<file path="src/include/startup_clk_pkg.sv">
// Operation
// - with the feature on and a crystal primary mode, core runs from the internal clock chosen by internal_freq_select until primary ready.
// - two-speed start-up acts only while the switchover enable bit is set.
// - reset or Sleep wake selects internal clock; after power-on, once power-up timer expires.
// - start-up timer expiry switches the core to the primary clock and primary run mode when system_clock_select is 0; other selects run it on the internal clock.
// - exits from other power-managed modes ignore the switchover enable bit.
// - such exits keep the current clock source until the primary clock is ready.
// - Sleep entries are honoured before the start-up timer expires; clock select changes take effect only after it.
// - control register bit 3 reads 1 on primary clock, 0 on internal clock.
package startup_clk_pkg;

  // ==========================================================
  // control register layout
  localparam int        FLAG_BIT      = 3;
  localparam int        FREQ_LSB      = 4;
  localparam int        SEL_LSB       = 0;
  localparam logic [7:0] CTRL_RESET   = 8'h00;
  localparam logic [2:0] FREQ_SLOW    = 3'h0;
  localparam logic [1:0] SEL_PRIMARY  = 2'h0;

  // ==========================================================
  // crystal primary modes
  localparam logic [2:0] CRYSTAL_LOW_POWER_MODE      = 3'h0;
  localparam logic [2:0] CRYSTAL_MEDIUM_MODE         = 3'h1;
  localparam logic [2:0] CRYSTAL_HIGH_SPEED_MODE     = 3'h2;
  localparam logic [2:0] CRYSTAL_HIGH_SPEED_PLL_MODE = 3'h3;

  // ==========================================================
  // start-up sequencer
  typedef enum logic [5:0] {
    ST_WAIT_PWRT   = 6'h01,
    ST_INT_RUN     = 6'h02,
    ST_PRIMARY_RUN = 6'h04,
    ST_SLEEP       = 6'h08,
    ST_WAIT_TIMER  = 6'h10,
    ST_PM_EXIT     = 6'h20
  } startup_state_t;

  typedef enum logic [2:0] {
    SRC_NONE     = 3'h1,
    SRC_INTERNAL = 3'h2,
    SRC_PRIMARY  = 3'h4
  } clk_src_t;

endpackage

</file>
<file path="src/two_speed_startup_clock_switch.sv">
module two_speed_startup_clock_switch (
  // clock and reset
  input  wire logic        clk,
  input  wire logic        rst,
  // configuration and software controls
  input  wire logic        clock_switchover_enable,
  input  wire logic [2:0]  primary_osc_mode,
  input  wire logic [2:0]  internal_freq_select,
  input  wire logic [1:0]  system_clock_select,
  input  wire logic        sleep_enter,
  // device events, asynchronous
  input  wire logic        device_reset_req,
  input  wire logic        sleep_wake,
  input  wire logic        pm_mode_exit,
  input  wire logic        power_up_timer_done,
  input  wire logic        osc_startup_timer,
  // oscillator levels, asynchronous
  input  wire logic        internal_rc_slow_clock,
  input  wire logic        internal_fast_osc,
  input  wire logic        primary_osc,
  // status and clock out
  output logic             core_clk,
  output logic             primary_run_mode,
  output logic             primary_clock_active_flag,
  output logic [7:0]       osc_control_reg
);

  // ==========================================================
  // synchronisers
  logic [7:0] sync1;
  logic [7:0] sync2;
  logic [2:0] osc_prev;
  always_ff @(posedge clk or posedge rst)
  begin
    if (rst)
    begin
      sync1    <= 8'h00;
      sync2    <= 8'h00;
      osc_prev <= 3'h0;
    end
    else
    begin
      sync1    <= {device_reset_req, sleep_wake, pm_mode_exit, power_up_timer_done,
                   osc_startup_timer, internal_rc_slow_clock, internal_fast_osc, primary_osc};
      sync2    <= sync1;
      osc_prev <= sync2[2:0];
    end
  end

  logic reset_s, wake_s, pm_exit_s, pwrt_s, timer_s;
  logic [2:0] wake_prev;
  logic reset_ev, wake_ev, pm_exit_ev;
  assign reset_s   = sync2[7];
  assign wake_s    = sync2[6];
  assign pm_exit_s = sync2[5];
  assign pwrt_s    = sync2[4];
  assign timer_s   = sync2[3];
  always_ff @(posedge clk or posedge rst)
  begin
    if (rst)
      wake_prev <= 3'h0;
    else
      wake_prev <= {reset_s, wake_s, pm_exit_s};
  end
  assign reset_ev   = reset_s & ~wake_prev[2];
  assign wake_ev    = wake_s & ~wake_prev[1];
  assign pm_exit_ev = pm_exit_s & ~wake_prev[0];

  logic slow_tick, fast_tick, pri_tick;
  assign slow_tick = sync2[2] & ~osc_prev[2];
  assign fast_tick = sync2[1] & ~osc_prev[1];
  assign pri_tick  = sync2[0] & ~osc_prev[0];

  // ==========================================================
  // start-up sequencer
  startup_clk_pkg::startup_state_t state, next_state;
  logic two_speed;
  logic crystal_mode;
  assign crystal_mode = (primary_osc_mode == startup_clk_pkg::CRYSTAL_LOW_POWER_MODE)
                      | (primary_osc_mode == startup_clk_pkg::CRYSTAL_MEDIUM_MODE)
                      | (primary_osc_mode == startup_clk_pkg::CRYSTAL_HIGH_SPEED_MODE)
                      | (primary_osc_mode == startup_clk_pkg::CRYSTAL_HIGH_SPEED_PLL_MODE);
  // misconfigured non-crystal source still works: it simply waits for the timer
  assign two_speed = clock_switchover_enable & crystal_mode;

  always_comb
  begin
    next_state = state;
    case (state)
      startup_clk_pkg::ST_WAIT_PWRT:
        if (pwrt_s)
          next_state = two_speed ? startup_clk_pkg::ST_INT_RUN : startup_clk_pkg::ST_WAIT_TIMER;
      startup_clk_pkg::ST_INT_RUN:
        if (sleep_enter)
          next_state = startup_clk_pkg::ST_SLEEP;
        else if (timer_s)
          next_state = startup_clk_pkg::ST_PRIMARY_RUN;
      startup_clk_pkg::ST_PRIMARY_RUN:
        if (sleep_enter)
          next_state = startup_clk_pkg::ST_SLEEP;
        else if (pm_exit_ev)
          next_state = startup_clk_pkg::ST_PM_EXIT;
      startup_clk_pkg::ST_SLEEP:
        if (wake_ev)
          next_state = two_speed ? startup_clk_pkg::ST_INT_RUN : startup_clk_pkg::ST_WAIT_TIMER;
      startup_clk_pkg::ST_WAIT_TIMER:
        if (timer_s)
          next_state = startup_clk_pkg::ST_PRIMARY_RUN;
      startup_clk_pkg::ST_PM_EXIT:
        if (sleep_enter)
          next_state = startup_clk_pkg::ST_SLEEP;
        else if (timer_s)
          next_state = startup_clk_pkg::ST_PRIMARY_RUN;
      default:
        next_state = startup_clk_pkg::ST_WAIT_PWRT;
    endcase
    if (reset_ev)
      next_state = two_speed ? startup_clk_pkg::ST_INT_RUN : startup_clk_pkg::ST_WAIT_TIMER;
  end

  always_ff @(posedge clk or posedge rst)
  begin
    if (rst)
      state <= startup_clk_pkg::ST_WAIT_PWRT;
    else
      state <= next_state;
  end

  // ==========================================================
  // wanted clock source
  startup_clk_pkg::clk_src_t want_src, active_src, pm_src;
  always_ff @(posedge clk or posedge rst)
  begin
    if (rst)
      pm_src <= startup_clk_pkg::SRC_NONE;
    else if (pm_exit_ev && state == startup_clk_pkg::ST_PRIMARY_RUN)
      pm_src <= active_src;
  end

  always_comb
  begin
    case (state)
      startup_clk_pkg::ST_INT_RUN:
        want_src = startup_clk_pkg::SRC_INTERNAL;
      startup_clk_pkg::ST_PRIMARY_RUN:
        want_src = (system_clock_select == startup_clk_pkg::SEL_PRIMARY) ? startup_clk_pkg::SRC_PRIMARY
                 : startup_clk_pkg::SRC_INTERNAL;
      startup_clk_pkg::ST_PM_EXIT:
        want_src = pm_src;
      default:
        want_src = startup_clk_pkg::SRC_NONE;
    endcase
  end

  // ==========================================================
  // glitch-free core clock: toggles on ticks of the active source,
  // source changes only while low, so the high phase is never cut short
  logic int_tick, sel_tick;
  assign int_tick = (internal_freq_select == startup_clk_pkg::FREQ_SLOW) ? slow_tick : fast_tick;
  always_comb
  begin
    case (active_src)
      startup_clk_pkg::SRC_INTERNAL: sel_tick = int_tick;
      startup_clk_pkg::SRC_PRIMARY:  sel_tick = pri_tick;
      default:                       sel_tick = 1'b0;
    endcase
  end

  always_ff @(posedge clk or posedge rst)
  begin
    if (rst)
    begin
      active_src <= startup_clk_pkg::SRC_NONE;
      core_clk   <= 1'b0;
    end
    else if (!core_clk && want_src != active_src)
      active_src <= want_src;
    else if (sel_tick)
      core_clk   <= ~core_clk;
  end

  // ==========================================================
  // status
  always_ff @(posedge clk or posedge rst)
  begin
    if (rst)
    begin
      primary_run_mode          <= 1'b0;
      primary_clock_active_flag <= 1'b0;
      osc_control_reg           <= startup_clk_pkg::CTRL_RESET;
    end
    else
    begin
      primary_run_mode          <= (state == startup_clk_pkg::ST_PRIMARY_RUN)
                                 & (active_src == startup_clk_pkg::SRC_PRIMARY);
      primary_clock_active_flag <= (active_src == startup_clk_pkg::SRC_PRIMARY);
      osc_control_reg           <= CTRL_RESET_OR_FIELDS(internal_freq_select, system_clock_select,
                                                        active_src == startup_clk_pkg::SRC_PRIMARY);
    end
  end

  function automatic logic [7:0] CTRL_RESET_OR_FIELDS(input logic [2:0] f, input logic [1:0] s, input logic p);
    logic [7:0] r;
    r = startup_clk_pkg::CTRL_RESET;
    r[startup_clk_pkg::FREQ_LSB +: 3] = f;
    r[startup_clk_pkg::SEL_LSB +: 2]  = s;
    r[startup_clk_pkg::FLAG_BIT]      = p;
    return r;
  endfunction

  // ==========================================================
  // checks
  property p_int_until_timer;
    @(posedge clk) disable iff (rst)
    (state == startup_clk_pkg::ST_INT_RUN && !timer_s && !sleep_enter && !reset_ev)
      |=> (state == startup_clk_pkg::ST_INT_RUN);
  endproperty
  a_int_until_timer: assert property (p_int_until_timer) else $error("left internal run early");

  property p_enable_gate;
    @(posedge clk) disable iff (rst)
    (state == startup_clk_pkg::ST_SLEEP && wake_ev && !reset_ev && !two_speed)
      |=> (state == startup_clk_pkg::ST_WAIT_TIMER);
  endproperty
  a_enable_gate: assert property (p_enable_gate) else $error("two-speed used while disabled");

  property p_pwrt_first;
    @(posedge clk) disable iff (rst)
    (state == startup_clk_pkg::ST_WAIT_PWRT && pwrt_s && !reset_ev && two_speed)
      |=> (state == startup_clk_pkg::ST_INT_RUN) ##1 (want_src == startup_clk_pkg::SRC_INTERNAL);
  endproperty
  a_pwrt_first: assert property (p_pwrt_first) else $error("no internal clock after power-up");

  property p_timer_switch;
    @(posedge clk) disable iff (rst)
    (state == startup_clk_pkg::ST_INT_RUN && timer_s && !sleep_enter && !reset_ev)
      |=> (state == startup_clk_pkg::ST_PRIMARY_RUN);
  endproperty
  a_timer_switch: assert property (p_timer_switch) else $error("timer expiry did not switch");

  property p_pm_exit_hold;
    @(posedge clk) disable iff (rst)
    (state == startup_clk_pkg::ST_PRIMARY_RUN && pm_exit_ev && !sleep_enter && !reset_ev)
      |=> (state == startup_clk_pkg::ST_PM_EXIT) && (want_src == $past(active_src));
  endproperty
  a_pm_exit_hold: assert property (p_pm_exit_hold) else $error("power-managed exit changed source");

  property p_sleep_early;
    @(posedge clk) disable iff (rst)
    (state == startup_clk_pkg::ST_INT_RUN && sleep_enter && !reset_ev)
      |=> (state == startup_clk_pkg::ST_SLEEP);
  endproperty
  a_sleep_early: assert property (p_sleep_early) else $error("sleep refused during start-up");

  property p_flag;
    @(posedge clk) disable iff (rst)
    1'b1 |=> (osc_control_reg[startup_clk_pkg::FLAG_BIT] == $past(active_src == startup_clk_pkg::SRC_PRIMARY))
             && (primary_clock_active_flag == osc_control_reg[startup_clk_pkg::FLAG_BIT]);
  endproperty
  a_flag: assert property (p_flag) else $error("status bit does not track source");

  property p_glitch_free;
    @(posedge clk) disable iff (rst)
    (active_src != $past(active_src)) |-> !core_clk && !$past(core_clk);
  endproperty
  a_glitch_free: assert property (p_glitch_free) else $error("source changed while clock high");

  property p_pm_ignores_enable;
    @(posedge clk) disable iff (rst)
    (state == startup_clk_pkg::ST_PM_EXIT && !timer_s && !sleep_enter && !reset_ev)
      |=> (state == startup_clk_pkg::ST_PM_EXIT) && (want_src == $past(want_src));
  endproperty
  a_pm_ignores_enable: assert property (p_pm_ignores_enable) else $error("exit used two-speed");

endmodule

</file>
<file path="config.mk">
export PLATFORM = sky130hd
export DESIGN_NAME = two_speed_startup_clock_switch
export DESIGN_NICKNAME = d
export VERILOG_FILES = /design/src/include/startup_clk_pkg.sv /design/src/two_speed_startup_clock_switch.sv
export SDC_FILE = /design/constraint.sdc
export NUM_CORES = 1
export LEC_CHECK = 0
export BUFFER_PORTS_ARGS = -buffer_cell sky130_fd_sc_hd__buf_2
export CELL_PAD_IN_SITES_DETAIL_PLACEMENT = 1
export CELL_PAD_IN_SITES_GLOBAL_PLACEMENT = 2
export CORE_ASPECT_RATIO = 0.75
export CORE_MARGIN = 2
export CORE_UTILIZATION = 36
export DETAILED_ROUTE_END_ITERATION = 8
export GPL_TIMING_DRIVEN = 0
export PLACE_DENSITY_LB_ADDON = 0.3
export SYNTH_ARGS = -nofsm -noshare
export SYNTH_HDL_FRONTEND = slang
export SYNTH_SLANG_ARGS = --single-unit
</file>
<file path="constraint.sdc">
create_clock -name clk -period 2.69 [get_ports clk]
set_clock_uncertainty 0.2 [all_clocks]
set_input_delay 0.4035 -clock clk [delete_from_list [all_inputs] [get_ports clk]]
set_output_delay 0.4035 -clock clk [all_outputs]
set_load 0.01 [all_outputs]
</file>
# --- Word level (Yosys, flattened, before mapping) ---
# Cells that the tools add are included.
word_totals:
  output_inout_bits: 11
  word_cells: 67
  reg_bits: 43
classes:
  n_eq_ne: 15
  mux: 13
  reduce_logical: 9
  n_bitwise: 19
ops:
  columns: ["operator", "count"]
  rows:
  - ["2-to-1 mux 6 bit", 7]
  - ["one-hot mux 6 bit (5 select lines)", 1]
  - ["equality test 3 x 2 -> 1 bit, second input constant", 3]
  - ["one-hot mux 3 bit (3 select lines)", 1]
  - ["bitwise AND 1 bit", 8]
  - ["inverter 1 bit", 8]
  - ["equality test 6 x 1 -> 1 bit, second input constant", 1]
  - ["equality test 6 x 2 -> 1 bit, second input constant", 1]
  - ["equality test 6 x 3 -> 1 bit, second input constant", 1]
  - ["equality test 6 x 4 -> 1 bit, second input constant", 1]
  - ["equality test 6 x 5 -> 1 bit, second input constant", 1]
  - ["equality test 6 bit, second input constant", 1]
  - ["zero test 3 bit", 2]
  - ["!= test 3 bit, second input constant", 2]
  - ["2-to-1 mux 5 bit", 1]
  - ["!= test 4 bit, second input constant", 1]
  - ["equality test 3 x 1 -> 1 bit, second input constant", 1]
  - ["equality test 3 bit, second input constant", 1]
  - ["2-to-1 mux 3 bit", 1]
  - ["!= test 3 bit", 1]
  - ["OR 1 bit", 3]
  - ["AND reduction 3 bit", 1]
  - ["logical AND 1 bit", 2]
  - ["zero test 2 bit", 1]
  - ["other kinds (5)", 5]

# --- Longest topological paths before layout ---
depth:
  ltp_word: 9
  mapped_depth: 6

# --- Worst setup path before layout ---
# OpenSTA, ideal clock, no wires.
synth_path:
  path_type: "register to register"
  startpoint: "register state[4]"
  endpoint: "register core_clk"
  setup_time_ns: 0.110
  path_stages_with_launch: 6
  arrival_time_ns: 1.591
  synth_period_minus_slack_ns: 1.901
  required_ns: 2.380
  path_slack_ns: 0.789
  cell_sequence: "dfrtp_1 -> buf_2 -> or4_1 -> o22ai_1 -> xor2_1 -> o41ai_1"
synth_via:
  elab_chain_len: 6
  elab_cells_between_ends: 8
  cone_classes: "eq/ne (4); mux (1); bitwise (1); reduce/logical (2)"
synth_rtl:
  columns: ["item", "line_no", "rtl"]
  rows:
  - ["from (decl)", "two_speed_startup_clock_switch.sv:76", "startup_clk_pkg::startup_state_t state, next_state;"]
  - ["from (signal assigned)", "two_speed_startup_clock_switch.sv:124", "state <= startup_clk_pkg::ST_WAIT_PWRT;"]
  - ["from (signal assigned)", "two_speed_startup_clock_switch.sv:126", "state <= next_state;"]
  - ["equality test 6 bit, or another cell as far along", "two_speed_startup_clock_switch.sv:142", "case (state)"]
  - ["one-hot mux 3 bit (3 select lines) (*)", "two_speed_startup_clock_switch.sv:142", null]
  - ["!= test 3 bit (*)", "two_speed_startup_clock_switch.sv:176", "else if (!core_clk && want_src != active_src)"]
  - ["logical AND 1 bit (*)", "two_speed_startup_clock_switch.sv:176", null]
  - ["inverter 1 bit (no line) (*)", null, null]
  - ["AND reduction 2 bit (no line) (*)", null, null]
  - ["to (signal assigned)", "two_speed_startup_clock_switch.sv:179", "core_clk <= ~core_clk;"]
  - ["to (decl)", "two_speed_startup_clock_switch.sv:22", "output logic core_clk,"]
# Mark *: on every way between the ends. The rest lies on a longest branch, timed or not.
# A chain may end at the register's enable or synchronous reset.

# --- Worst setup path after layout ---
# Same ends and word-level chain as after synthesis.

==> results.yml <==
outcome:
  status: "complete, no violations"
floorplan:
  ioPinCount: 31
  dieArea_um2: 5380
  rows: 21
  die_height_um: 64.0
  start_util_pct: 38.0
  die_width_um: 84.0
  core_um2: 4550
sta:
  max_freq_ghz: 0.462
  fin_setup_tns_ns: 0
  setup_violations: 0
  finalHoldViolCount: 0
  tightest_slew_ns: 0.858
  slew_headroom_pct: 42.7
  slew_viol_final: 0
  grt_setup_unrepaired: "no"
  period_minus_slack_ns: 2.16
  min_period_over_period_pct: 80.4
  setup_slack_ns: 0.528
finish:
  area_growth_pct: 23.3
  drive_gt1_share_pct: 35.0
  diodes: 0
  reg.largest.list: "sync1 (8), sync2 (8)"
  fin_nets: 196
  fillers: 507
min_path:
  hold_start: "osc_startup_timer"
  hp-class: "in2reg"
  min_path_cells: 1
  holdPathEnd: "sync1[3]"
yosys:
  yosysSeqAreaShare_pct: 61.0
  synth_xor_area_share_pct: 2.53
  synth_top_cell_area_share_pct: 56.4
  ys_seq_elements: 42
  muxShareOfSynthArea_pct: 3.84
  synth_cell_types: 50
  ys_dominant_reg_cell: "dfrtp_1"
  synthAdderAreaFrac_pct: 0
  synth-compound-area-share_pct: 11.8
  yosys_warnings: 0
  synth_area_leader_cell: "dfrtp_1"
  synth-simple-area-share_pct: 15.8
  syn_inst: 136
  synth.avg_cell_area_um2: 12.7
  syn-cell-area_um2: 1730
  synth_top_family_by_area: "simple AND/OR/NAND/NOR gates"
  yosys-top-cells-area: "dfrtp_1 (56%), dfstp_2 (4.6%), mux2_2 (2.6%)"
  async_reset_ff_share_pct: 100
  synth-edff-count: 0
drt:
  wl_um: 3590
  routedWlPerCell_um: 15.3
  first_pass_iters: 4
  vias: 1181
  ant_nets: 0
  viasPerCell: 5.05
  drcViolationCount: 0
  drt_iter0_markers: 46
place:
  hpwl_um: 2520
  preCtsSetupSlack_ns: 0.528
  portBuffers: 26
  gp_congestion: 0.745
global_routing:
  grt_start_max_net_pins: 43
  grt_pass1_wl_um: 5960
  grt_pass1_vias: 1263
  grt_antenna_before_repair: 0
  overflow: 0
  grt_use_total_pct: 14.4
critical_path:
  crit_type: "reg2reg"
  cp-end-kind: "flop"
  r2r-start: "state[4]"
  rr_worst_depth: 5
  cp-start-kind: "flop"
  reg2reg_to: "core_clk"
  cp.required_ns: 2.66
  crit_arrival_ns: 2.14
  regToRegSetupSlack_ns: 0.53
  worst-path-max-fanout: 10
cts:
  cts_setup_buffers: 0
  clkLatencyLatePin_ns: 0.29
  path_clk_slew_ns: 0.08
  cts_buffer_depth: 2
  cts_num_sinks: 42
  cts-root-buf: "clkbuf_8"
  h-tree-depth: 2
  cts_buffers: 5
  cts_resized: 0
  cts_tree: "done"
flow_run:
  cap_violations: 0
power:
  peakVddDrop_v: 0.000361
  power_density_nw_per_um2: 830
  p_total_uw: 1770
  p_leak_uw: 0.000979
==> how the worst max path moves through the flow <==
stage,startpoint,endpoint,slack [ns],depth (start not counted)
2_1_floorplan,state[4],core_clk,0.79,5
3_3_place_gp,rst,osc_control_reg[0],0.65,2
3_5_place_dp,state[4],core_clk,0.53,5
4_1_cts,state[4],core_clk,0.51,5
5_1_grt,state[4],core_clk,0.29,6
6_report,state[4],core_clk,0.53,5
==> cells in the final DEF, fill, tap and decap left out, drive strengths merged, types with 5 or more instances in the layout <==
cell type / count
buf: 35
clkbuf: 6
dfrtp: 39
dlygate4sd3: 6
mux2: 5
nor2: 8
nor3: 5
o21ai: 8
==> cell families (layout without fill, tap and decap cells) <==
group,after synthesis,in the layout
AOI/OAI and AO/OA,25,25
xor gates and xnor gates,5,5
buffers and inverters,15,55
DFF,42,42
muxes,6,6
other,1,2
and+or+nand+nor,42,42
==> layer usage <==
layer  vias to the layer above  GRT usage, %  wire [µm]
met3                         5          5.17        131
met2                        23          25.0       1770
met4                         0          3.63         32
met5                         -             0          0
met1                       597          17.0       1650
li1                        556             -          -
==> power by group <==
| group | switching (µW) | leakage, µW | total (µW) | internal, µW |
|---|---|---|---|---|
| clock network | 216 | 0.0000683 | 587 | 372 |
| logic | 262 | 0.000399 | 445 | 182 |
| registers | 34.5 | 0.000511 | 738 | 703 |
| total | 513 | 0.000979 | 1770 | 1260 |
==> area by class of cell <==
type                       instances  area [µm²]  area share, %
inverter                           5        18.8          0.880
sequential                        42        1050           49.5
clock buffer                       5        68.8           3.23
tap                               57        71.3           3.35
multi-input combinational         80         594           27.9
buffer                            10        65.1           3.05
clock inverter                     3        68.8           3.23
timing repair buffer              32         190           8.92
==> what timing repair did <==
item                                    in CTS  in global routing
endpoints found under the hold margin        4                  2
endpoints found under the setup margin       0                  0
hold buffers                                 4                  2
==> Yosys cell counts (2+ instances only) <==
cell and n:
a21oi_1 3, a31oi_1 2, buf_2 4, buf_4 4, dfrtp_1 39, dfstp_2 3, inv_1 4, mux2_2 4
nand2_1 4, nand2b_1 4, nand3_1 2, nor2_1 7, nor2b_1 3, nor3_1 4, nor3b_1 3, o21ai_0 6
o21ai_1 2, o32ai_2 2, or4_1 2, xor2_1 4
==> worst max-delay path, cell delays in order, from the launching register on <==
cell     delay [ns]
dfrtp_1        0.38
buf_2          0.18
or4_1          0.52
o22ai_1        0.26
xor2_1         0.11
o41ai_1        0.40
==> per-stage QoR <==
stage / utilization, % / cell area (µm²) / std cells / hold slack (ns)
6_report: 46.9 / 2130 / 234 / 0.0149
5_1_grt: 46.9 / 2130 / 234 / 0.000361
4_1_cts: 46.5 / 2110 / 232 / 0.00169
3_5_place_dp: 42.6 / 1930 / 220 / 0.138
3_3_place_gp: 42.6 / 1930 / 220 / 0.132
2_1_floorplan: - / 1730 / 137 / 0.131
Power figures use the tool's default switching activity.
